### config.mk
export PLATFORM = sky130hd
export DESIGN_NAME = pmwc_top
export DESIGN_NICKNAME = d
export VERILOG_FILES = /design/src/pkg/pmwc_pkg.sv /design/src/design/pmwc_sync.sv /design/src/design/pmwc_rst_qual.sv /design/src/design/pmwc_top.sv
export SDC_FILE = /design/constraint.sdc
export NUM_CORES = 1
export LEC_CHECK = 0
export ABC_AREA = 1
export BUFFER_PORTS_ARGS = -buffer_cell sky130_fd_sc_hd__buf_4
export CORE_MARGIN = 1
export CORE_UTILIZATION = 50
export CTS_CLUSTER_DIAMETER = 30
export DETAILED_ROUTE_END_ITERATION = 12
export PLACE_DENSITY_LB_ADDON = 0.1
export SYNTH_ARGS = -nofsm -noshare
export SYNTH_HDL_FRONTEND = slang
export SYNTH_SLANG_ARGS = --single-unit
### constraint.sdc
create_clock -name REF_CLK -period 1.9 [get_ports REF_CLK]
set_input_delay 0.38 -clock REF_CLK [delete_from_list [all_inputs] [get_ports REF_CLK]]
set_output_delay 0.38 -clock REF_CLK [all_outputs]
set_load 0.05 [all_outputs]
### src/pkg/pmwc_pkg.sv
// Constants, register map and carrier types for the power mode and wake control block.
// Assumes one clock domain on REF_CLK and a one-cycle-latency register port.
//
// What this block does
// - Writing one to idle request bit enters idle after that write.
// - Idle stops only the processor clock; peripherals run, pins freeze.
// - Enabled interrupt in idle clears idle bit, wakes, resumes after entry.
// - Reset from pin, power-on or watchdog; each also ends idle.
// - Reset pin counts only after 24 clocks high; source must hold it.
// - Reset loads program counter 0000h and resets registers, no delay.
// - Writing one to power-down request bit enters power-down after that write.
// - Power-down stops every clock; pins keep driving port register values.
// - Reset pin high in power-down restarts oscillator, starts at 0000h.
// - Watchdog cannot wake power-down because its clock is stopped.
// - Level-mode enabled external input with global enable wakes power-down.
// - After power-down wake the external service routine runs, then resumes.
// - External inputs sampled once per machine cycle; edges need one cycle each.
// - Edge request flag set by transition, cleared when processor vectors.
// - Level request flag tracks pin; asserted level re-requests after routine.
// - Enabled external interrupt wakes processor from idle; only level-mode ones wake power-down.
// - Auxiliary port has four bits; two are extra external interrupt inputs.
// - Power control bit 1 requests power-down, bit 0 requests idle.

package pmwc_pkg;

  // ****************************************
  // Timing
  // ****************************************
  localparam int CLK_PERIOD_NS = 40;
  localparam int MC_CLKS = 12;
  localparam int RST_MIN_NS = 960;
  localparam int RST_MIN_CLKS = (RST_MIN_NS + CLK_PERIOD_NS - 1) / CLK_PERIOD_NS;
  localparam int N_EXT = 4;

  // ****************************************
  // Register map
  // ****************************************
  localparam logic [7:0] ADDR_PWR_CTRL = 8'h87;
  localparam logic [7:0] ADDR_TMR_IRQ = 8'h88;
  localparam logic [7:0] ADDR_IRQ_EN = 8'ha8;
  localparam logic [7:0] ADDR_XCON = 8'hc0;
  localparam logic [7:0] ADDR_AUX = 8'hd8;
  localparam logic [7:0] ADDR_STAT = 8'he8;
  localparam logic [7:0] ADDR_MASK = 8'he9;

  localparam int PWR_IDLE_REQ = 0;
  localparam int PWR_DOWN_REQ = 1;
  localparam int PC_W = 4;
  localparam int TC_TRIG0 = 0;
  localparam int TC_FLAG0 = 1;
  localparam int TC_TRIG1 = 2;
  localparam int TC_FLAG1 = 3;
  localparam int XC_TRIG2 = 0;
  localparam int XC_FLAG2 = 1;
  localparam int XC_TRIG3 = 2;
  localparam int XC_FLAG3 = 3;
  localparam int IRQ_EN_GLOBAL = 7;

  localparam int ST_IDLE_WAKE = 0;
  localparam int ST_PDOWN_WAKE = 1;
  localparam int ST_PIN_RST = 2;
  localparam int ST_WDT_RST = 3;
  localparam int ST_EXT_EDGE = 4;
  localparam int ST_W = 5;

  localparam logic [PC_W-1:0] POWER_CONTROL_REG_RST = 4'h0;
  localparam logic [3:0] NIB_RST = 4'h0;
  localparam logic [7:0] BYTE_ZERO = 8'h00;
  localparam logic [ST_W-1:0] STAT_RST = 5'h00;
  localparam logic [15:0] RESET_PC_VAL = 16'h0000;

  typedef enum logic [1:0] {PM_RUN, PM_IDLE, PM_PDOWN} pmwc_mode_e;

  typedef struct packed {
    logic [7:0] addr;
    logic [7:0] wdata;
    logic wr;
    logic rd;
  } pmwc_bus_s;

endpackage

### src/design/pmwc_sync.sv
// Two-flop synchroniser for asynchronous pin levels.
// Assumes inputs arrive from outside the REF_CLK domain.
`timescale 1ns/1ns

module pmwc_sync #(
  parameter int W = 1
) (
  input wire logic clk,
  input wire logic rstn,
  input wire logic [W-1:0] d,
  output logic [W-1:0] q
);

  logic [W-1:0] meta_ff;
  logic [W-1:0] q_ff;

  // First stage feeds only the second stage
  always_ff @(posedge clk or negedge rstn) begin
    if (!rstn) begin
      meta_ff <= '0;
      q_ff <= '0;
    end else begin
      meta_ff <= d;
      q_ff <= meta_ff;
    end
  end

  assign q = q_ff;

endmodule

### src/design/pmwc_rst_qual.sv
// Reset pin qualifier: a level is accepted only after HOLD clocks high.
// Assumes the level input is already synchronised to clk.
`timescale 1ns/1ns

module pmwc_rst_qual #(
  parameter int HOLD = pmwc_pkg::RST_MIN_CLKS
) (
  input wire logic clk,
  input wire logic rstn,
  input wire logic lvl,
  output logic valid
);

  localparam int CW = $clog2(HOLD + 1);
  localparam logic [CW-1:0] CNT_MAX = CW'(HOLD);
  localparam logic [CW-1:0] CNT_ARM = CW'(HOLD - 1);

  logic [CW-1:0] cnt_ff;
  logic valid_ff;

  // Short glitches restart the count
  always_ff @(posedge clk or negedge rstn) begin
    if (!rstn) begin
      cnt_ff <= '0;
    end else if (!lvl) begin
      cnt_ff <= '0;
    end else if (cnt_ff != CNT_MAX) begin
      cnt_ff <= cnt_ff + 1'b1;
    end
  end

  always_ff @(posedge clk or negedge rstn) begin
    if (!rstn) begin
      valid_ff <= 1'b0;
    end else begin
      valid_ff <= lvl && (cnt_ff >= CNT_ARM);
    end
  end

  assign valid = valid_ff;

endmodule

### src/design/pmwc_top.sv
// Power mode and wake control: idle and power-down modes, reset sources,
// external interrupt sampling and request flags, status and mask registers.
// Assumes REF_CLK keeps reaching this block in power-down (always-on wake
// logic); the clocks it gates are those of the core and the peripherals.
//
// Our own choice: the strobed register port.
`timescale 1ns/1ns

module pmwc_top (
  input wire logic REF_CLK,
  input wire logic RSTN,
  input wire logic RST_PIN,
  input wire logic WDT_TIMEOUT,
  input wire logic PERIPH_IRQ,
  input wire logic [1:0] EXT_IRQ_N,
  input wire logic [3:0] AUX_PIN,
  input wire logic [3:0] IRQ_ACK,
  input wire logic [7:0] REG_ADDR,
  input wire logic [7:0] REG_WDATA,
  input wire logic REG_WR,
  input wire logic REG_RD,
  output logic [7:0] REG_RDATA,
  output logic CPU_CLK_EN,
  output logic PERIPH_CLK_EN,
  output logic OSC_RUN,
  output logic PORT_FREEZE,
  output logic CORE_RST,
  output logic [15:0] RESET_PC,
  output logic [3:0] EXT_IRQ_REQ,
  output logic IRQ_OUT
);

  localparam int NE = pmwc_pkg::N_EXT;
  localparam logic [3:0] MC_LAST = 4'(pmwc_pkg::MC_CLKS - 1);

  // ****************************************
  // Synchronisers and reset sources
  // ****************************************
  logic [6:0] pins_s;
  logic pin_rst_s;
  logic [NE-1:0] ext_lvl;
  logic rst_valid;
  logic rst_valid_d_ff;
  logic wdt_rst;
  logic sw_rst;
  pmwc_pkg::pmwc_bus_s bus;
  pmwc_pkg::pmwc_mode_e state_ff;
  pmwc_pkg::pmwc_mode_e nxt_state;

  assign bus = '{addr: REG_ADDR, wdata: REG_WDATA, wr: REG_WR, rd: REG_RD};

  pmwc_sync #(.W(7)) u_sync (
    .clk(REF_CLK),
    .rstn(RSTN),
    .d({RST_PIN, AUX_PIN[3], AUX_PIN[2], AUX_PIN[1], AUX_PIN[0], EXT_IRQ_N}),
    .q(pins_s)
  );

  assign pin_rst_s = pins_s[6];
  // aux bits 2 and 3 double as external inputs
  assign ext_lvl = {pins_s[5], pins_s[4], pins_s[1], pins_s[0]};

  // pin reset qualified by hold time
  pmwc_rst_qual #(.HOLD(pmwc_pkg::RST_MIN_CLKS)) u_rst_qual (
    .clk(REF_CLK),
    .rstn(RSTN),
    .lvl(pin_rst_s),
    .valid(rst_valid)
  );

  assign wdt_rst = WDT_TIMEOUT && (state_ff != pmwc_pkg::PM_PDOWN);
  // pin or watchdog reset, also ending idle
  assign sw_rst = rst_valid || wdt_rst;

  always_ff @(posedge REF_CLK or negedge RSTN) begin
    if (!RSTN) begin
      rst_valid_d_ff <= 1'b0;
    end else begin
      rst_valid_d_ff <= rst_valid;
    end
  end

  // ****************************************
  // Register decode
  // ****************************************
  logic pwr_wr;
  logic tmr_wr;
  logic irq_en_wr;
  logic xcon_wr;
  logic mask_wr;
  logic stat_rd;

  always_comb begin
    pwr_wr = 1'b0;
    tmr_wr = 1'b0;
    irq_en_wr = 1'b0;
    xcon_wr = 1'b0;
    mask_wr = 1'b0;
    if (bus.addr == pmwc_pkg::ADDR_PWR_CTRL) begin
      pwr_wr = bus.wr;
    end else if (bus.addr == pmwc_pkg::ADDR_TMR_IRQ) begin
      tmr_wr = bus.wr;
    end else if (bus.addr == pmwc_pkg::ADDR_IRQ_EN) begin
      irq_en_wr = bus.wr;
    end else if (bus.addr == pmwc_pkg::ADDR_XCON) begin
      xcon_wr = bus.wr;
    end else if (bus.addr == pmwc_pkg::ADDR_MASK) begin
      mask_wr = bus.wr;
    end
  end

  assign stat_rd = bus.rd && (bus.addr == pmwc_pkg::ADDR_STAT);

  // ****************************************
  // Control registers
  // ****************************************
  logic [pmwc_pkg::PC_W-1:0] pwr_ctrl_ff;
  logic [3:0] tmr_bits_ff;
  logic [7:0] irq_en_ff;
  logic [NE-1:0] it_ff;
  logic [NE-1:0] flag_ff;
  logic [NE-1:0] flag_wr;
  logic [NE-1:0] flag_wval;
  logic [NE-1:0] it_wr;
  logic [NE-1:0] it_wval;
  logic gie;
  logic idle_wake;
  logic pdown_wake;

  assign gie = irq_en_ff[pmwc_pkg::IRQ_EN_GLOBAL];
  assign flag_wr = {xcon_wr, xcon_wr, tmr_wr, tmr_wr};
  assign it_wr = flag_wr;
  assign flag_wval = {bus.wdata[pmwc_pkg::XC_FLAG3], bus.wdata[pmwc_pkg::XC_FLAG2],
                      bus.wdata[pmwc_pkg::TC_FLAG1], bus.wdata[pmwc_pkg::TC_FLAG0]};
  assign it_wval = {bus.wdata[pmwc_pkg::XC_TRIG3], bus.wdata[pmwc_pkg::XC_TRIG2],
                    bus.wdata[pmwc_pkg::TC_TRIG1], bus.wdata[pmwc_pkg::TC_TRIG0]};

  assign idle_wake = PERIPH_IRQ || (gie && |(flag_ff & irq_en_ff[NE-1:0]));
  // only enabled level-mode inputs, low level, global enable
  assign pdown_wake = gie && |(irq_en_ff[NE-1:0] & ~it_ff & ~ext_lvl);

  // power control bits; cleared by any reset
  always_ff @(posedge REF_CLK or negedge RSTN) begin
    if (!RSTN) begin
      pwr_ctrl_ff <= pmwc_pkg::POWER_CONTROL_REG_RST;
    end else if (sw_rst) begin
      pwr_ctrl_ff <= pmwc_pkg::POWER_CONTROL_REG_RST;
    end else if (pwr_wr) begin
      pwr_ctrl_ff <= bus.wdata[pmwc_pkg::PC_W-1:0];
    end else if ((state_ff != pmwc_pkg::PM_RUN) && (nxt_state == pmwc_pkg::PM_RUN)) begin
      // hardware clears the request on wake
      pwr_ctrl_ff[pmwc_pkg::PWR_IDLE_REQ] <= 1'b0;
      pwr_ctrl_ff[pmwc_pkg::PWR_DOWN_REQ] <= 1'b0;
    end
  end

  // special function registers back to reset values
  always_ff @(posedge REF_CLK or negedge RSTN) begin
    if (!RSTN) begin
      tmr_bits_ff <= pmwc_pkg::NIB_RST;
      irq_en_ff <= pmwc_pkg::BYTE_ZERO;
    end else if (sw_rst) begin
      tmr_bits_ff <= pmwc_pkg::NIB_RST;
      irq_en_ff <= pmwc_pkg::BYTE_ZERO;
    end else begin
      if (tmr_wr) begin
        tmr_bits_ff <= bus.wdata[7:4];
      end
      if (irq_en_wr) begin
        irq_en_ff <= bus.wdata;
      end
    end
  end

  // ****************************************
  // Mode state machine
  // ****************************************
  always_comb begin
    nxt_state = state_ff;
    if (sw_rst) begin
      nxt_state = pmwc_pkg::PM_RUN;
    end else begin
      case (state_ff)
        pmwc_pkg::PM_RUN: begin
          if (pwr_wr && bus.wdata[pmwc_pkg::PWR_DOWN_REQ]) begin
            nxt_state = pmwc_pkg::PM_PDOWN;
          end else if (pwr_wr && bus.wdata[pmwc_pkg::PWR_IDLE_REQ]) begin
            nxt_state = pmwc_pkg::PM_IDLE;
          end
        end
        pmwc_pkg::PM_IDLE: begin
          if (idle_wake) begin
            nxt_state = pmwc_pkg::PM_RUN;
          end
        end
        pmwc_pkg::PM_PDOWN: begin
          if (pdown_wake) begin
            nxt_state = pmwc_pkg::PM_RUN;
          end
        end
        default: begin
          nxt_state = pmwc_pkg::PM_RUN;
        end
      endcase
    end
  end

  always_ff @(posedge REF_CLK or negedge RSTN) begin
    if (!RSTN) begin
      state_ff <= pmwc_pkg::PM_RUN;
    end else begin
      state_ff <= nxt_state;
    end
  end

  // idle gates core clock only; power-down gates all
  always_ff @(posedge REF_CLK or negedge RSTN) begin
    if (!RSTN) begin
      CPU_CLK_EN <= 1'b1;
      PERIPH_CLK_EN <= 1'b1;
      PORT_FREEZE <= 1'b0;
      OSC_RUN <= 1'b1;
    end else begin
      CPU_CLK_EN <= (nxt_state == pmwc_pkg::PM_RUN);
      PERIPH_CLK_EN <= (nxt_state != pmwc_pkg::PM_PDOWN);
      PORT_FREEZE <= (nxt_state != pmwc_pkg::PM_RUN);
      // reset pin restarts the oscillator at once
      OSC_RUN <= (nxt_state != pmwc_pkg::PM_PDOWN) || pin_rst_s;
    end
  end

  // core reset and start address, no added delay
  always_ff @(posedge REF_CLK or negedge RSTN) begin
    if (!RSTN) begin
      CORE_RST <= 1'b1;
      RESET_PC <= pmwc_pkg::RESET_PC_VAL;
    end else begin
      CORE_RST <= sw_rst;
      RESET_PC <= pmwc_pkg::RESET_PC_VAL;
    end
  end

  // ****************************************
  // External interrupt sampling
  // ****************************************
  logic [3:0] mc_cnt_ff;
  logic mc_tick;
  logic [NE-1:0] samp_ff;
  logic [NE-1:0] edge_set;

  // one sample per machine cycle; halted with the clocks
  always_ff @(posedge REF_CLK or negedge RSTN) begin
    if (!RSTN) begin
      mc_cnt_ff <= 4'h0;
    end else if (state_ff == pmwc_pkg::PM_PDOWN) begin
      mc_cnt_ff <= 4'h0;
    end else if (mc_cnt_ff == MC_LAST) begin
      mc_cnt_ff <= 4'h0;
    end else begin
      mc_cnt_ff <= mc_cnt_ff + 4'h1;
    end
  end

  assign mc_tick = (mc_cnt_ff == MC_LAST) && (state_ff != pmwc_pkg::PM_PDOWN);

  always_ff @(posedge REF_CLK or negedge RSTN) begin
    if (!RSTN) begin
      samp_ff <= {NE{1'b1}};
    end else if (mc_tick) begin
      samp_ff <= ext_lvl;
    end
  end

  genvar gi;
  generate
    for (gi = 0; gi < NE; gi++) begin : g_ext
      // high sample then low sample is one edge
      assign edge_set[gi] = mc_tick && it_ff[gi] && samp_ff[gi] && !ext_lvl[gi];

      always_ff @(posedge REF_CLK or negedge RSTN) begin
        if (!RSTN) begin
          it_ff[gi] <= 1'b0;
        end else if (sw_rst) begin
          it_ff[gi] <= 1'b0;
        end else if (it_wr[gi]) begin
          it_ff[gi] <= it_wval[gi];
        end
      end

      always_ff @(posedge REF_CLK or negedge RSTN) begin
        if (!RSTN) begin
          flag_ff[gi] <= 1'b0;
        end else if (sw_rst) begin
          flag_ff[gi] <= 1'b0;
        end else if (!it_ff[gi]) begin
          // level flag tracks the pin, also on power-down wake
          if (mc_tick || (state_ff == pmwc_pkg::PM_PDOWN && pdown_wake)) begin
            flag_ff[gi] <= !ext_lvl[gi];
          end
        // transition sets, vectoring clears; set wins
        end else if (edge_set[gi]) begin
          flag_ff[gi] <= 1'b1;
        end else if (IRQ_ACK[gi]) begin
          flag_ff[gi] <= 1'b0;
        end else if (flag_wr[gi]) begin
          flag_ff[gi] <= flag_wval[gi];
        end
      end
    end
  endgenerate

  always_ff @(posedge REF_CLK or negedge RSTN) begin
    if (!RSTN) begin
      EXT_IRQ_REQ <= '0;
    end else begin
      EXT_IRQ_REQ <= flag_ff & irq_en_ff[NE-1:0] & {NE{gie}};
    end
  end

  // ****************************************
  // Status, mask and interrupt output
  // ****************************************
  logic [pmwc_pkg::ST_W-1:0] stat_ff;
  logic [pmwc_pkg::ST_W-1:0] mask_ff;
  logic [pmwc_pkg::ST_W-1:0] stat_set;

  always_comb begin
    stat_set = '0;
    stat_set[pmwc_pkg::ST_IDLE_WAKE] = (state_ff == pmwc_pkg::PM_IDLE) && idle_wake && !sw_rst;
    stat_set[pmwc_pkg::ST_PDOWN_WAKE] = (state_ff == pmwc_pkg::PM_PDOWN) && pdown_wake && !sw_rst;
    stat_set[pmwc_pkg::ST_PIN_RST] = rst_valid && !rst_valid_d_ff;
    stat_set[pmwc_pkg::ST_WDT_RST] = wdt_rst;
    stat_set[pmwc_pkg::ST_EXT_EDGE] = |edge_set;
  end

  // Read clears, a new event in the same cycle survives
  always_ff @(posedge REF_CLK or negedge RSTN) begin
    if (!RSTN) begin
      stat_ff <= pmwc_pkg::STAT_RST;
    end else if (stat_rd) begin
      stat_ff <= stat_set;
    end else begin
      stat_ff <= stat_ff | stat_set;
    end
  end

  // Survives pin and watchdog reset so software can see the cause
  always_ff @(posedge REF_CLK or negedge RSTN) begin
    if (!RSTN) begin
      mask_ff <= pmwc_pkg::STAT_RST;
    end else if (mask_wr) begin
      mask_ff <= bus.wdata[pmwc_pkg::ST_W-1:0];
    end
  end

  always_ff @(posedge REF_CLK or negedge RSTN) begin
    if (!RSTN) begin
      IRQ_OUT <= 1'b0;
    end else begin
      IRQ_OUT <= |(stat_ff & mask_ff);
    end
  end

  // ****************************************
  // Read data
  // ****************************************
  always_ff @(posedge REF_CLK or negedge RSTN) begin
    if (!RSTN) begin
      REG_RDATA <= pmwc_pkg::BYTE_ZERO;
    end else if (!bus.rd) begin
      REG_RDATA <= pmwc_pkg::BYTE_ZERO;
    end else if (bus.addr == pmwc_pkg::ADDR_PWR_CTRL) begin
      REG_RDATA <= {4'h0, pwr_ctrl_ff};
    end else if (bus.addr == pmwc_pkg::ADDR_TMR_IRQ) begin
      REG_RDATA <= {tmr_bits_ff, flag_ff[1], it_ff[1], flag_ff[0], it_ff[0]};
    end else if (bus.addr == pmwc_pkg::ADDR_IRQ_EN) begin
      REG_RDATA <= irq_en_ff;
    end else if (bus.addr == pmwc_pkg::ADDR_XCON) begin
      REG_RDATA <= {4'h0, flag_ff[3], it_ff[3], flag_ff[2], it_ff[2]};
    end else if (bus.addr == pmwc_pkg::ADDR_AUX) begin
      REG_RDATA <= {4'h0, pins_s[5:2]};
    end else if (bus.addr == pmwc_pkg::ADDR_STAT) begin
      REG_RDATA <= {3'h0, stat_ff};
    end else if (bus.addr == pmwc_pkg::ADDR_MASK) begin
      REG_RDATA <= {3'h0, mask_ff};
    end else begin
      REG_RDATA <= pmwc_pkg::BYTE_ZERO;
    end
  end

  logic [5:0] hi_cnt_ff;
  always_ff @(posedge REF_CLK or negedge RSTN) begin
    if (!RSTN) begin
      hi_cnt_ff <= 6'h00;
    end else if (!pin_rst_s) begin
      hi_cnt_ff <= 6'h00;
    end else if (hi_cnt_ff != 6'h3f) begin
      hi_cnt_ff <= hi_cnt_ff + 6'h01;
    end
  end
endmodule

# Yosys cells after proc, flatten, opt, wreduce, memory -nomap -nowiden
# Cells that the tools add are included.
[classes] n_addsub=2 muxes=74 reduce_logical=57 n_bitwise=8 order_cmp=1 eq_ne=18
[ops] operator="equality test 8 bit (second input constant)" n=7
[ops] operator="two-way mux 8 bit" n=6
[ops] operator="two-way mux 1 bit" n=47
[ops] operator="two-way mux 5 bit" n=7
[ops] operator="logical AND 1 bit" n=26
[ops] operator="two-way mux 4 bit" n=5
[ops] operator="inequality test 5 x 4 -> 1 bit (second input constant)" n=4
[ops] operator="bitwise AND 4 bit" n=4
[ops] operator="two-way mux 2 bit" n=8
[ops] operator="nonzero test 3 bit" n=5
[ops] operator="nonzero test 2 bit" n=6
[ops] operator="OR reduction 4 bit" n=3
[ops] operator="NOT 4 bit" n=2
[ops] operator="AND reduction 2 bit" n=4
[ops] operator="zero test 1 bit" n=6
[ops] operator="case mux 2 bit (3 select lines)" n=1
[ops] operator="adder 5 x 1 -> 5 bit (second input constant)" n=1
[ops] operator="bitwise AND 5 bit" n=1
[ops] operator=">= comparator 5 bit (second input constant)" n=1
[ops] operator="inequality test 5 bit (second input constant)" n=1
[ops] operator="bitwise OR 5 bit" n=1
[ops] operator="OR reduction 5 bit" n=1
[ops] operator="adder 4 x 1 -> 4 bit (second input constant)" n=1
[ops] operator="equality test 4 bit (second input constant)" n=1
[ops] operator="other kinds (6)" n=11
[word_totals] ff_bits=83 elab_cells=190 out_inout_bits=34

# Logic depth before layout (Yosys ltp)
# Gate-level depths: netlist (run 1).
[depth] ltp_word=13 mapped_depth=12 ltp_nobuf=11

# Modules after synthesis
# Synthesis (run 1) repeated with hierarchy kept, for this count alone.
[unflattened] cells_unflattened=458 area_unflattened_um2=3941.3
[by_module_without_submodules] mod="pmwc_top" n_inst=1 cells_per_inst=401 area_each_um2=3256.9 seq_area_each_um2=1586.5
[by_module_without_submodules] mod="pmwc_sync" n_inst=1 cells_per_inst=14 area_each_um2=350.3 seq_area_each_um2=350.3
[by_module_without_submodules] mod="pmwc_rst_qual" n_inst=1 cells_per_inst=43 area_each_um2=334.1 seq_area_each_um2=150.1

# Worst setup path after synthesis (run 1)
# OpenSTA, ideal clock, no wires.
[synth_path] path_type="input to register" startpoint="in REG_ADDR[2]" endpoint="reg mask_ff[1] in the netlist's numbering" required_ns=1.775 path_stages=6 setup_ns=0.125 arrival_time_ns=1.361 path_slack_ns=0.414 cell_sequence="inv_1 nand2_1 nor3_4 nand2_1 nor2_4 mux2_2"
[synth_via] elab_chain_len=6 elab_cells_between_ends=10 classes_between="5 x eq/ne; 5 x mux"
[synth_rtl] element="start: declaration" line="pmwc_top.sv:18" text="input wire logic [7:0] REG_ADDR,"
[synth_rtl] element="equality test 8 bit" line="pmwc_top.sv:107" text="end else if (bus.addr == pmwc_pkg::ADDR_MASK) begin"
[synth_rtl] element="two-way mux 1 bit" line="pmwc_top.sv:107"
[synth_rtl] element="two-way mux 1 bit" line="pmwc_top.sv:105" text="end else if (bus.addr == pmwc_pkg::ADDR_XCON) begin"
[synth_rtl] element="two-way mux 1 bit" line="pmwc_top.sv:103" text="end else if (bus.addr == pmwc_pkg::ADDR_IRQ_EN) begin"
[synth_rtl] element="two-way mux 1 bit" line="pmwc_top.sv:101" text="end else if (bus.addr == pmwc_pkg::ADDR_TMR_IRQ) begin"
[synth_rtl] element="two-way mux 1 bit *" line="pmwc_top.sv:99" text="if (bus.addr == pmwc_pkg::ADDR_PWR_CTRL) begin"
[synth_rtl] element="end signal: assignment" line="pmwc_top.sv:350" text="mask_ff <= pmwc_pkg::STAT_RST;"
[synth_rtl] element="end signal: assignment" line="pmwc_top.sv:352" text="mask_ff <= bus.wdata[pmwc_pkg::ST_W-1:0];"
[synth_rtl] element="end: declaration" line="pmwc_top.sv:324" text="logic [pmwc_pkg::ST_W-1:0] mask_ff;"
# Mark *: on every way between the ends. The rest lies on a longest branch, timed or not.
# A chain may end at the register's enable or synchronous reset.

# Final worst setup path (run 1)
[layout_path] startpoint="reg state_ff[1]" endpoint="reg pwr_ctrl_ff[0] in the netlist's numbering"
[layout_via] elab_chain_len=7 elab_cells_between_ends=17 classes_between="3 x eq/ne; 7 x mux; 7 x reduce/logical"
[layout_rtl] element="start: declaration" line="pmwc_top.sv:47" text="pmwc_pkg::pmwc_mode_e state_ff;"
[layout_rtl] element="start signal: assignment" line="pmwc_top.sv:210" text="state_ff <= pmwc_pkg::PM_RUN;"
[layout_rtl] element="start signal: assignment" line="pmwc_top.sv:212" text="state_ff <= nxt_state;"
[layout_rtl] element="inequality test 2 bit *" line="pmwc_top.sv:71" text="assign wdt_rst = WDT_TIMEOUT && (state_ff != pmwc_pkg::PM_PDOWN);"
[layout_rtl] element="logical AND 1 bit *" line="pmwc_top.sv:71"
[layout_rtl] element="logical OR 1 bit *" line="pmwc_top.sv:73" text="assign sw_rst = rst_valid || wdt_rst;"
[layout_rtl] element="net sw_rst" line="pmwc_top.sv:45" text="logic sw_rst;"
[layout_rtl] element="two-way mux 2 bit" line="pmwc_top.sv:180" text="if (sw_rst) begin"
[layout_rtl] element="zero test 2 bit" line="pmwc_top.sv:150" text="end else if ((state_ff != pmwc_pkg::PM_RUN) && (nxt_state == pmwc_pkg::PM_RUN)) begin"
[layout_rtl] element="logical AND 1 bit" line="pmwc_top.sv:150"
[layout_rtl] element="nonzero test 3 bit (no line)"
[layout_rtl] element="end signal: assignment" line="pmwc_top.sv:145" text="pwr_ctrl_ff <= pmwc_pkg::POWER_CONTROL_REG_RST;"
[layout_rtl] element="end signal: assignment" line="pmwc_top.sv:147" text="pwr_ctrl_ff <= pmwc_pkg::POWER_CONTROL_REG_RST;"
[layout_rtl] element="end signal: assignment" line="pmwc_top.sv:149" text="pwr_ctrl_ff <= bus.wdata[pmwc_pkg::PC_W-1:0];"
[layout_rtl] element="end: declaration" line="pmwc_top.sv:117" text="logic [pmwc_pkg::PC_W-1:0] pwr_ctrl_ff;"
# Mark *: on every way through the listed nets, which the timed path passes. The rest lies on a longest branch.

==> results of run 1 <==
-- cell families after synthesis --
logic type | Yosys count | share of synthesized area
other | 1 | 0.000957
AOI/OAI and AO/OA | 67 | 0.106
buffers and inverters | 78 | 0.0968
adders and majority gates | 3 | 0.00958
xor gates and xnor gates | 4 | 0.00894
muxes | 4 | 0.0115
and+or+nand+nor | 205 | 0.234
DFF | 83 | 0.533
-- worst reg2reg max path, cell delays in order (launching register included) --
cell     delay (ps)
dfrtp_1         410
nand2_1         170
nand2_1         120
nand2_2         130
inv_1           110
nand2_1         130
nor2_1           80
nor2_2          210
nand3_1         170
nand3_1         110
nand2_1          50
-- repair_timing --
item / in CTS / in global routing
resized for setup: 0 / 1
hold endpoints to repair: 15 / 0
endpoints found under the setup margin: 0 / 3
setup buffers: 0 / 0
hold buffers: 1 / 0
-- layout by cell type (no fill, tap or decap), types with 2 or more instances in the layout --
cell type / Yosys / final
a21oi_1: 21 / 21
nor2_1: 32 / 32
inv_2: 3 / 3
nand2_1: 111 / 111
o21ai_0: 20 / 20
clkbuf_8: 0 / 9
nand4_1: 11 / 11
dfstp_2: 8 / 8
o22ai_1: 4 / 4
nor2_4: 2 / 2
mux2_2: 4 / 4
nor3_1: 4 / 4
xor2_1: 3 / 3
inv_1: 54 / 54
o21ai_2: 14 / 14
ha_1: 3 / 3
nand3_1: 33 / 32
or2_2: 2 / 2
dfrtp_1: 75 / 75
buf_4: 17 / 62
conb_1: 1 / 16
clkinvlp_4: 0 / 3
nor2_2: 3 / 3
inv_6: 0 / 2
nand2_2: 3 / 3
-- cells in the mapped netlist (all sizes together) (2+ instances only) --
library cell	instances
a21oi	21
buf	20
dfrtp	75
dfstp	8
ha	3
inv	57
mux2	4
nand2	115
nand3	34
nand4	11
nor2	37
nor3	5
o21ai	35
o22ai	4
or2	2
xor2	3
-- area by class of cell --
class | count | area, sq um | share of cell area
Sequential cell | 83 | 2090 | 0.453
Inverter | 57 | 214 | 0.0464
Timing Repair Buffer | 64 | 495 | 0.107
Clock inverter | 6 | 48.8 | 0.0106
Tap cell | 99 | 124 | 0.0269
Clock buffer | 10 | 128 | 0.0277
Multi-Input combinational cell | 299 | 1510 | 0.328
-- through the flow --
step / hold WS, ps / TNS, ps / instance area [sq um] / worst slack (ps) / std cells
after detailed placement: 261 / 0 / 4420 / 97.6 / 601
final: 129 / 0 / 4610 / 116 / 618
after global routing: 118 / -1.71 / 4610 / -1.71 / 618
after floorplan: 84.4 / 0 / 3970 / 414 / 460
after CTS: 110 / 0 / 4600 / 123 / 618
after global placement: 261 / 0 / 4420 / 144 / 601
-- registers in the layout, summed over array words and instances, names as in the netlist, 5 cells and up --
name and flops:
u_sync.meta_ff 7, irq_en_ff 8, mask_ff 5, REG_RDATA 8, u_sync.q 7, stat_ff 5, u_rst_qual.cnt_ff 5
-- report_power, final --
group / switching (mW) / internal, mW
Clock: 0.660 / 0.486
Combinational: 0.424 / 0.245
Sequential: 0.121 / 1.96
Total: 1.21 / 2.69
-- per-layer routing --
metal,global-route usage,vias up,wire length [microns]
met3,0.0438,14,538
met2,0.344,116,3910
met5,0,-,0
met1,0.308,1466,3980
met4,0.0887,0,176
li1,-,1541,-
-- final timing paths --
check,startpoint,endpoint,slack (ps),cells after the start
min in group asynchronous,RSTN,REG_RDATA[1],420,2
worst max-delay path,state_ff[1],pwr_ctrl_ff[0],120,10
max in group asynchronous,RSTN,PERIPH_CLK_EN,870,3
worst min-delay path,RST_PIN,u_sync.meta_ff[6],130,1
worst min register to register,u_sync.meta_ff[2],u_sync.q[2],360,0
worst max register to register,state_ff[1],pwr_ctrl_ff[0],120,10
==> metrics.txt, run 1 <==
# TYPE chip_impl_metric gauge
chip_impl_info{name="status",value="finished, final reports clean"} 1
chip_impl_metric{name="required",unit="ps"} 2150
chip_impl_info{name="hp-class",value="input pin to flop"} 1
chip_impl_metric{name="fill_cells",unit=""} 670
chip_impl_metric{name="power_density",unit="nW/um^2"} 844
chip_impl_metric{name="final_hold_violation_count",unit=""} 0
chip_impl_metric{name="post_drt_via_cell_ratio",unit=""} 5.08
chip_impl_info{name="critical_path.startpoint_type",value="flop"} 1
chip_impl_metric{name="ys_ff_latch",unit=""} 83
chip_impl_metric{name="worstSkewPairLatency",unit="ps"} 350
chip_impl_metric{name="area_growth_synth_to_finish",unit="%"} 17.7
chip_impl_info{name="tritoncts",value="done"} 1
chip_impl_metric{name="dp_hpwl",unit="mm"} 6.53
chip_impl_metric{name="number_of_synthesized_flops_with_an_enable_pin",unit=""} 0
chip_impl_metric{name="cts_inserted_buffers",unit=""} 9
chip_impl_metric{name="start_util",unit=""} 0.529
chip_impl_metric{name="grt_pass1_wl",unit="mm"} 14.2
chip_impl_metric{name="boundaryPins",unit=""} 67
chip_impl_metric{name="post_synth.cell_area_avg",unit="sq um"} 8.80
chip_impl_metric{name="grt_pass1_vias",unit=""} 2980
chip_impl_info{name="post_synth_top_flop",value="dfrtp_1"} 1
chip_impl_metric{name="chipWidth",unit="microns"} 90.5
chip_impl_metric{name="detail-route-antenna-nets",unit=""} 0
chip_impl_metric{name="global_route.usage.total",unit=""} 0.222
chip_impl_metric{name="syn_inst",unit=""} 445
chip_impl_info{name="timing.critical_path.max_delay_family",value="simple AND/OR/NAND/NOR gates"} 1
chip_impl_info{name="cell_by_cell_trace_of_the_critical_path",value="nand2_1 -> nand2_1 -> nand2_2 -> inv_1 -> nand2_1 -> nor2_1 -> nor2_2 -> nand3_1 -> nand3_1 -> nand2_1"} 1
chip_impl_metric{name="initial_antenna_violation_count",unit=""} 0
chip_impl_metric{name="yosysSeqAreaShare",unit=""} 0.533
chip_impl_metric{name="clkTransAtPathRegs",unit="ps"} 90
chip_impl_info{name="timing_worst_setup_path_type",value="flop to flop"} 1
chip_impl_info{name="cts_root_buffer",value="clkbuf_8"} 1
chip_impl_metric{name="finalMaxSlewViolations",unit=""} 0
chip_impl_metric{name="detailroute.via_count",unit=""} 3137
chip_impl_metric{name="critPathMaxFanout",unit=""} 5
chip_impl_metric{name="async_reset_ff_frac",unit=""} 1.00
chip_impl_metric{name="maxClockFrequency",unit="MHz"} 560
chip_impl_info{name="worst_setup_path_end_kind",value="flop"} 1
chip_impl_metric{name="drt_iter0_markers",unit=""} 173
chip_impl_metric{name="globalRouteOverflowTotal",unit=""} 0
chip_impl_metric{name="finish.utilization",unit=""} 0.622
chip_impl_metric{name="p_leak",unit="nW"} 2.36
chip_impl_metric{name="synth_top_area_frac",unit=""} 0.479
chip_impl_metric{name="clock_sinks",unit=""} 83
chip_impl_metric{name="design.core.area",unit="sq um"} 7410
chip_impl_metric{name="setup_failing_eps_final",unit=""} 0
chip_impl_metric{name="gp_congestion",unit=""} 0.904
chip_impl_metric{name="synthDistinctLibCells",unit=""} 37
chip_impl_metric{name="drcViolationCount",unit=""} 0
chip_impl_metric{name="final_period_minus_worst_setup_slack",unit="ps"} 1780
chip_impl_metric{name="floorplan.die.height",unit="microns"} 90.5
chip_impl_metric{name="peakVddDrop",unit="uV"} 673
chip_impl_info{name="largest_cells_by_area_after_synthesis",value="dfrtp_1, nand2_1, dfstp_2, inv_1, nand3_1"} 1
chip_impl_metric{name="io_buffers",unit=""} 50
chip_impl_metric{name="syn-cell-area",unit="sq um"} 3920
chip_impl_metric{name="worst-path-buf-inv",unit=""} 1
chip_impl_metric{name="worst_clock_skew",unit="ps"} 9.54
chip_impl_metric{name="critPathArrivalTime",unit="ps"} 2040
chip_impl_metric{name="detail_route.wl_per_cell",unit="microns"} 13.9
chip_impl_metric{name="maxcap_violations",unit=""} 0
chip_impl_info{name="timing.critical_path.slowest_stage_cell",value="dfrtp_1"} 1
chip_impl_metric{name="drtPass1Iterations",unit=""} 5
chip_impl_metric{name="placement_rows",unit=""} 31
chip_impl_info{name="cp_common_cell",value="nand2_1"} 1
chip_impl_metric{name="n_antenna_cell",unit=""} 0
chip_impl_metric{name="cts_max_level",unit=""} 3
chip_impl_info{name="synth_top_area_cell",value="dfrtp_1"} 1
chip_impl_metric{name="max_stage_delay",unit="ps"} 410
chip_impl_metric{name="final_net_count",unit=""} 550
chip_impl_metric{name="die-area",unit="sq um"} 8190
chip_impl_metric{name="synth-warning-count",unit=""} 0
chip_impl_metric{name="drive_above_1_share",unit=""} 0.233
chip_impl_metric{name="power.total",unit="mW"} 3.89
chip_impl_metric{name="finalWirelength",unit="mm"} 8.61
chip_impl_metric{name="max-clock-path-buffers",unit=""} 2
chip_impl_metric{name="grt_start_max_net_pins",unit=""} 46
chip_impl_metric{name="timing.final.crit_share",unit=""} 0.939
(Power assumes the default switching activity.)
==> inputs of run 2 (changes only) <==
--- a/config.mk
+++ b/config.mk
@@ -8,7 +8,7 @@
 export ABC_AREA = 1
 export BUFFER_PORTS_ARGS = -buffer_cell sky130_fd_sc_hd__buf_4
 export CORE_MARGIN = 1
-export CORE_UTILIZATION = 50
+export CORE_UTILIZATION = 56
 export CTS_CLUSTER_DIAMETER = 30
 export DETAILED_ROUTE_END_ITERATION = 12
 export PLACE_DENSITY_LB_ADDON = 0.1
==> run 2 against run 1 <==
Against the previous run: via count up 0.83%; utilization rose by 6.0 points; wire length down 0.22%; highest routed layer unchanged; clock skew up 1.8 ps; fmax rose by 5.2%; global-route usage increased by 3.8 points; sequential power is essentially flat; clock power up 4%; clock-buffer cell count did not move; sequential cell count unchanged; critical endpoint is now flag_ff[0].
==> metrics.txt, run 2 (synthesized netlist as in run 1, its figures left out) <==
# TYPE chip_impl_metric gauge
chip_impl_info{name="worst_setup_path_end_kind",value="flop"} 1
chip_impl_metric{name="drive_above_1_share",unit=""} 0.240
chip_impl_metric{name="final_cell_count_no_fill",unit=""} 617
chip_impl_metric{name="die-area",unit="sq um"} 7330
chip_impl_metric{name="cts_max_level",unit=""} 3
chip_impl_info{name="hp-class",value="input pin to flop"} 1
chip_impl_metric{name="reg2reg_slack",unit="ps"} 200
chip_impl_metric{name="power_density",unit="nW/um^2"} 850
chip_impl_metric{name="grt_pass1_vias",unit=""} 3007
chip_impl_metric{name="clkTransAtPathRegs",unit="ps"} 90
chip_impl_metric{name="detail_route.wl_per_cell",unit="microns"} 13.9
chip_impl_info{name="tritoncts",value="done"} 1
chip_impl_metric{name="initial_antenna_violation_count",unit=""} 0
chip_impl_metric{name="timing.final.crit_share",unit=""} 0.893
chip_impl_metric{name="placement_rows",unit=""} 30
chip_impl_metric{name="start_util",unit=""} 0.577
chip_impl_metric{name="clock_sinks",unit=""} 83
chip_impl_metric{name="max-clock-path-buffers",unit=""} 2
chip_impl_metric{name="grt_start_max_net_pins",unit=""} 34
chip_impl_metric{name="finalWirelength",unit="mm"} 8.59
chip_impl_metric{name="io_buffers",unit=""} 50
chip_impl_info{name="rsz_0062_raised_after_global_routing",value="false"} 1
chip_impl_info{name="holdPathEnd",value="u_sync.meta_ff[2]"} 1
chip_impl_metric{name="worstSkewPairLatency",unit="ps"} 360
chip_impl_metric{name="timing.reg2reg.worst_path_depth",unit=""} 10
chip_impl_info{name="reg_top3",value="REG_RDATA (8), irq_en_ff (8)"} 1
chip_impl_metric{name="post_drt_via_cell_ratio",unit=""} 5.13
chip_impl_info{name="timing_worst_setup_path_type",value="flop to flop"} 1
chip_impl_metric{name="detail-route-antenna-nets",unit=""} 0
chip_impl_info{name="timing.rr.start",value="mc_cnt_ff[0]"} 1
chip_impl_metric{name="boundaryPins",unit=""} 67
chip_impl_metric{name="finalMaxSlewViolations",unit=""} 0
chip_impl_metric{name="final_area",unit="sq um"} 4630
chip_impl_metric{name="cts_inserted_buffers",unit=""} 9
chip_impl_metric{name="layout_setup_ws",unit="ps"} 204
chip_impl_metric{name="final_period_minus_worst_setup_slack",unit="ps"} 1700
chip_impl_metric{name="worst_clock_skew",unit="ps"} 11.3
chip_impl_metric{name="design.core.area",unit="sq um"} 6790
chip_impl_metric{name="gp_congestion",unit=""} 0.952
chip_impl_metric{name="drtPass1Iterations",unit=""} 4
chip_impl_info{name="regToRegEndpoint",value="flag_ff[0]"} 1
chip_impl_metric{name="drt_iter0_markers",unit=""} 205
chip_impl_metric{name="detailedPlace.worstSlack",unit="ps"} 96.6
chip_impl_info{name="most_frequent_cells_in_the_layout",value="nand2_1, dfrtp_1, buf_4"} 1
chip_impl_metric{name="n_antenna_cell",unit=""} 0
chip_impl_metric{name="critPathMaxFanout",unit=""} 8
chip_impl_metric{name="chipWidth",unit="microns"} 85.6
chip_impl_metric{name="hold_path_depth",unit=""} 1
chip_impl_info{name="critical_path.startpoint_type",value="flop"} 1
chip_impl_metric{name="drcViolationCount",unit=""} 0
chip_impl_metric{name="place_area",unit="sq um"} 4410
chip_impl_metric{name="critPathArrivalTime",unit="ps"} 1950
chip_impl_metric{name="p_leak",unit="nW"} 2.36
chip_impl_metric{name="final_net_count",unit=""} 552
chip_impl_metric{name="floorplan.die.height",unit="microns"} 85.6
chip_impl_metric{name="setup_failing_eps_final",unit=""} 0
chip_impl_metric{name="required",unit="ps"} 2150
chip_impl_metric{name="peakVddDrop",unit="uV"} 615
chip_impl_info{name="hold_path.startpoint",value="AUX_PIN[0]"} 1
chip_impl_metric{name="globalRouteOverflowTotal",unit=""} 0
chip_impl_info{name="status",value="finished, final reports clean"} 1
chip_impl_metric{name="detailroute.via_count",unit=""} 3163
chip_impl_metric{name="placed_cells_incl_taps",unit=""} 598
chip_impl_metric{name="setup_total_negative_slack",unit="ps"} 0
chip_impl_metric{name="maxClockFrequency",unit="MHz"} 590
chip_impl_info{name="most_common_cell_after_layout_fill_and_taps_aside",value="nand2_1"} 1
chip_impl_metric{name="dp_hpwl",unit="mm"} 6.46
chip_impl_metric{name="maxcap_violations",unit=""} 0
chip_impl_info{name="cts_root_buffer",value="clkbuf_8"} 1
chip_impl_metric{name="area_growth_synth_to_finish",unit="%"} 18.3
chip_impl_metric{name="grt_pass1_wl",unit="mm"} 14.4
chip_impl_metric{name="hold_slack",unit="ps"} 119
chip_impl_metric{name="fill_cells",unit=""} 582
chip_impl_metric{name="global_route.usage.total",unit=""} 0.260
chip_impl_metric{name="final_hold_violation_count",unit=""} 0
-- run 2: cell types whose count changed in the layout (fill, tap and decap cells not counted), sizes merged --
| cell | change |
|---|---|
| buf | +2 |
| inv | -1 |
| clkinvlp | +2 |
| clkinv | -1 |
-- run 2: how the worst max path moves through the flow --
stage	slack, ps	end	startpoint
floorplan	410	mask_ff[1]	REG_ADDR[2]
global placement	100	REG_RDATA[1]	REG_ADDR[5]
detailed placement	100	REG_RDATA[1]	REG_ADDR[5]
CTS	110	flag_ff[0]	mc_cnt_ff[0]
global route	20	flag_ff[0]	mc_cnt_ff[0]
finish	200	flag_ff[0]	mc_cnt_ff[0]
-- run 2: stage by stage --
| stage | total power [mW] | utilization |
|---|---|---|
| floorplan | 2.54 | - |
| global placement | 2.74 | 0.650 |
| detailed placement | 2.76 | 0.650 |
| CTS | 3.96 | 0.678 |
| global route | 4.15 | 0.682 |
| finish | 3.94 | 0.682 |
-- run 2: area by class of cell --
class | instances | area (sq um) | area share
Sequential cell | 83 | 2090 | 0.450
Multi-Input combinational cell | 299 | 1510 | 0.326
Timing Repair Buffer | 66 | 510 | 0.110
Inverter | 57 | 218 | 0.0470
Clock buffer | 10 | 138 | 0.0297
Tap cell | 96 | 120 | 0.0259
Clock inverter | 6 | 47.5 | 0.0103
-- run 2: routing by layer --
layer	global-route usage	routed length, microns	vias to the layer above
met1	0.351	3870	1480
met2	0.410	4030	117
met5	0	0	-
li1	-	-	1547
met3	0.0472	488	19
met4	0.127	207	0
-- run 2: critical path, stage by stage (launching register included) --
cell	delay (ps)
dfrtp_1	380
ha_1	190
inv_1	40
nor2_1	140
nand3_2	190
nor2_1	170
nand3_1	150
nand4_1	130
nand2_1	80
nand2_1	60
o21ai_1	50
-- run 2: report_power, final --
group	internal (mW)	leakage, nW	total, mW	switching [mW]
combinational	0.249	1.23	0.667	0.419
sequential	1.96	1.05	2.07	0.115
clock	0.519	0.0815	1.20	0.682
total	2.72	2.36	3.94	1.22
-- run 2: timing repair --
item	CTS	global route
hold buffers	1	0
resized for setup	0	2
setup buffers	0	2
hold endpoints to repair	29	0
endpoints found under the setup margin	0	4
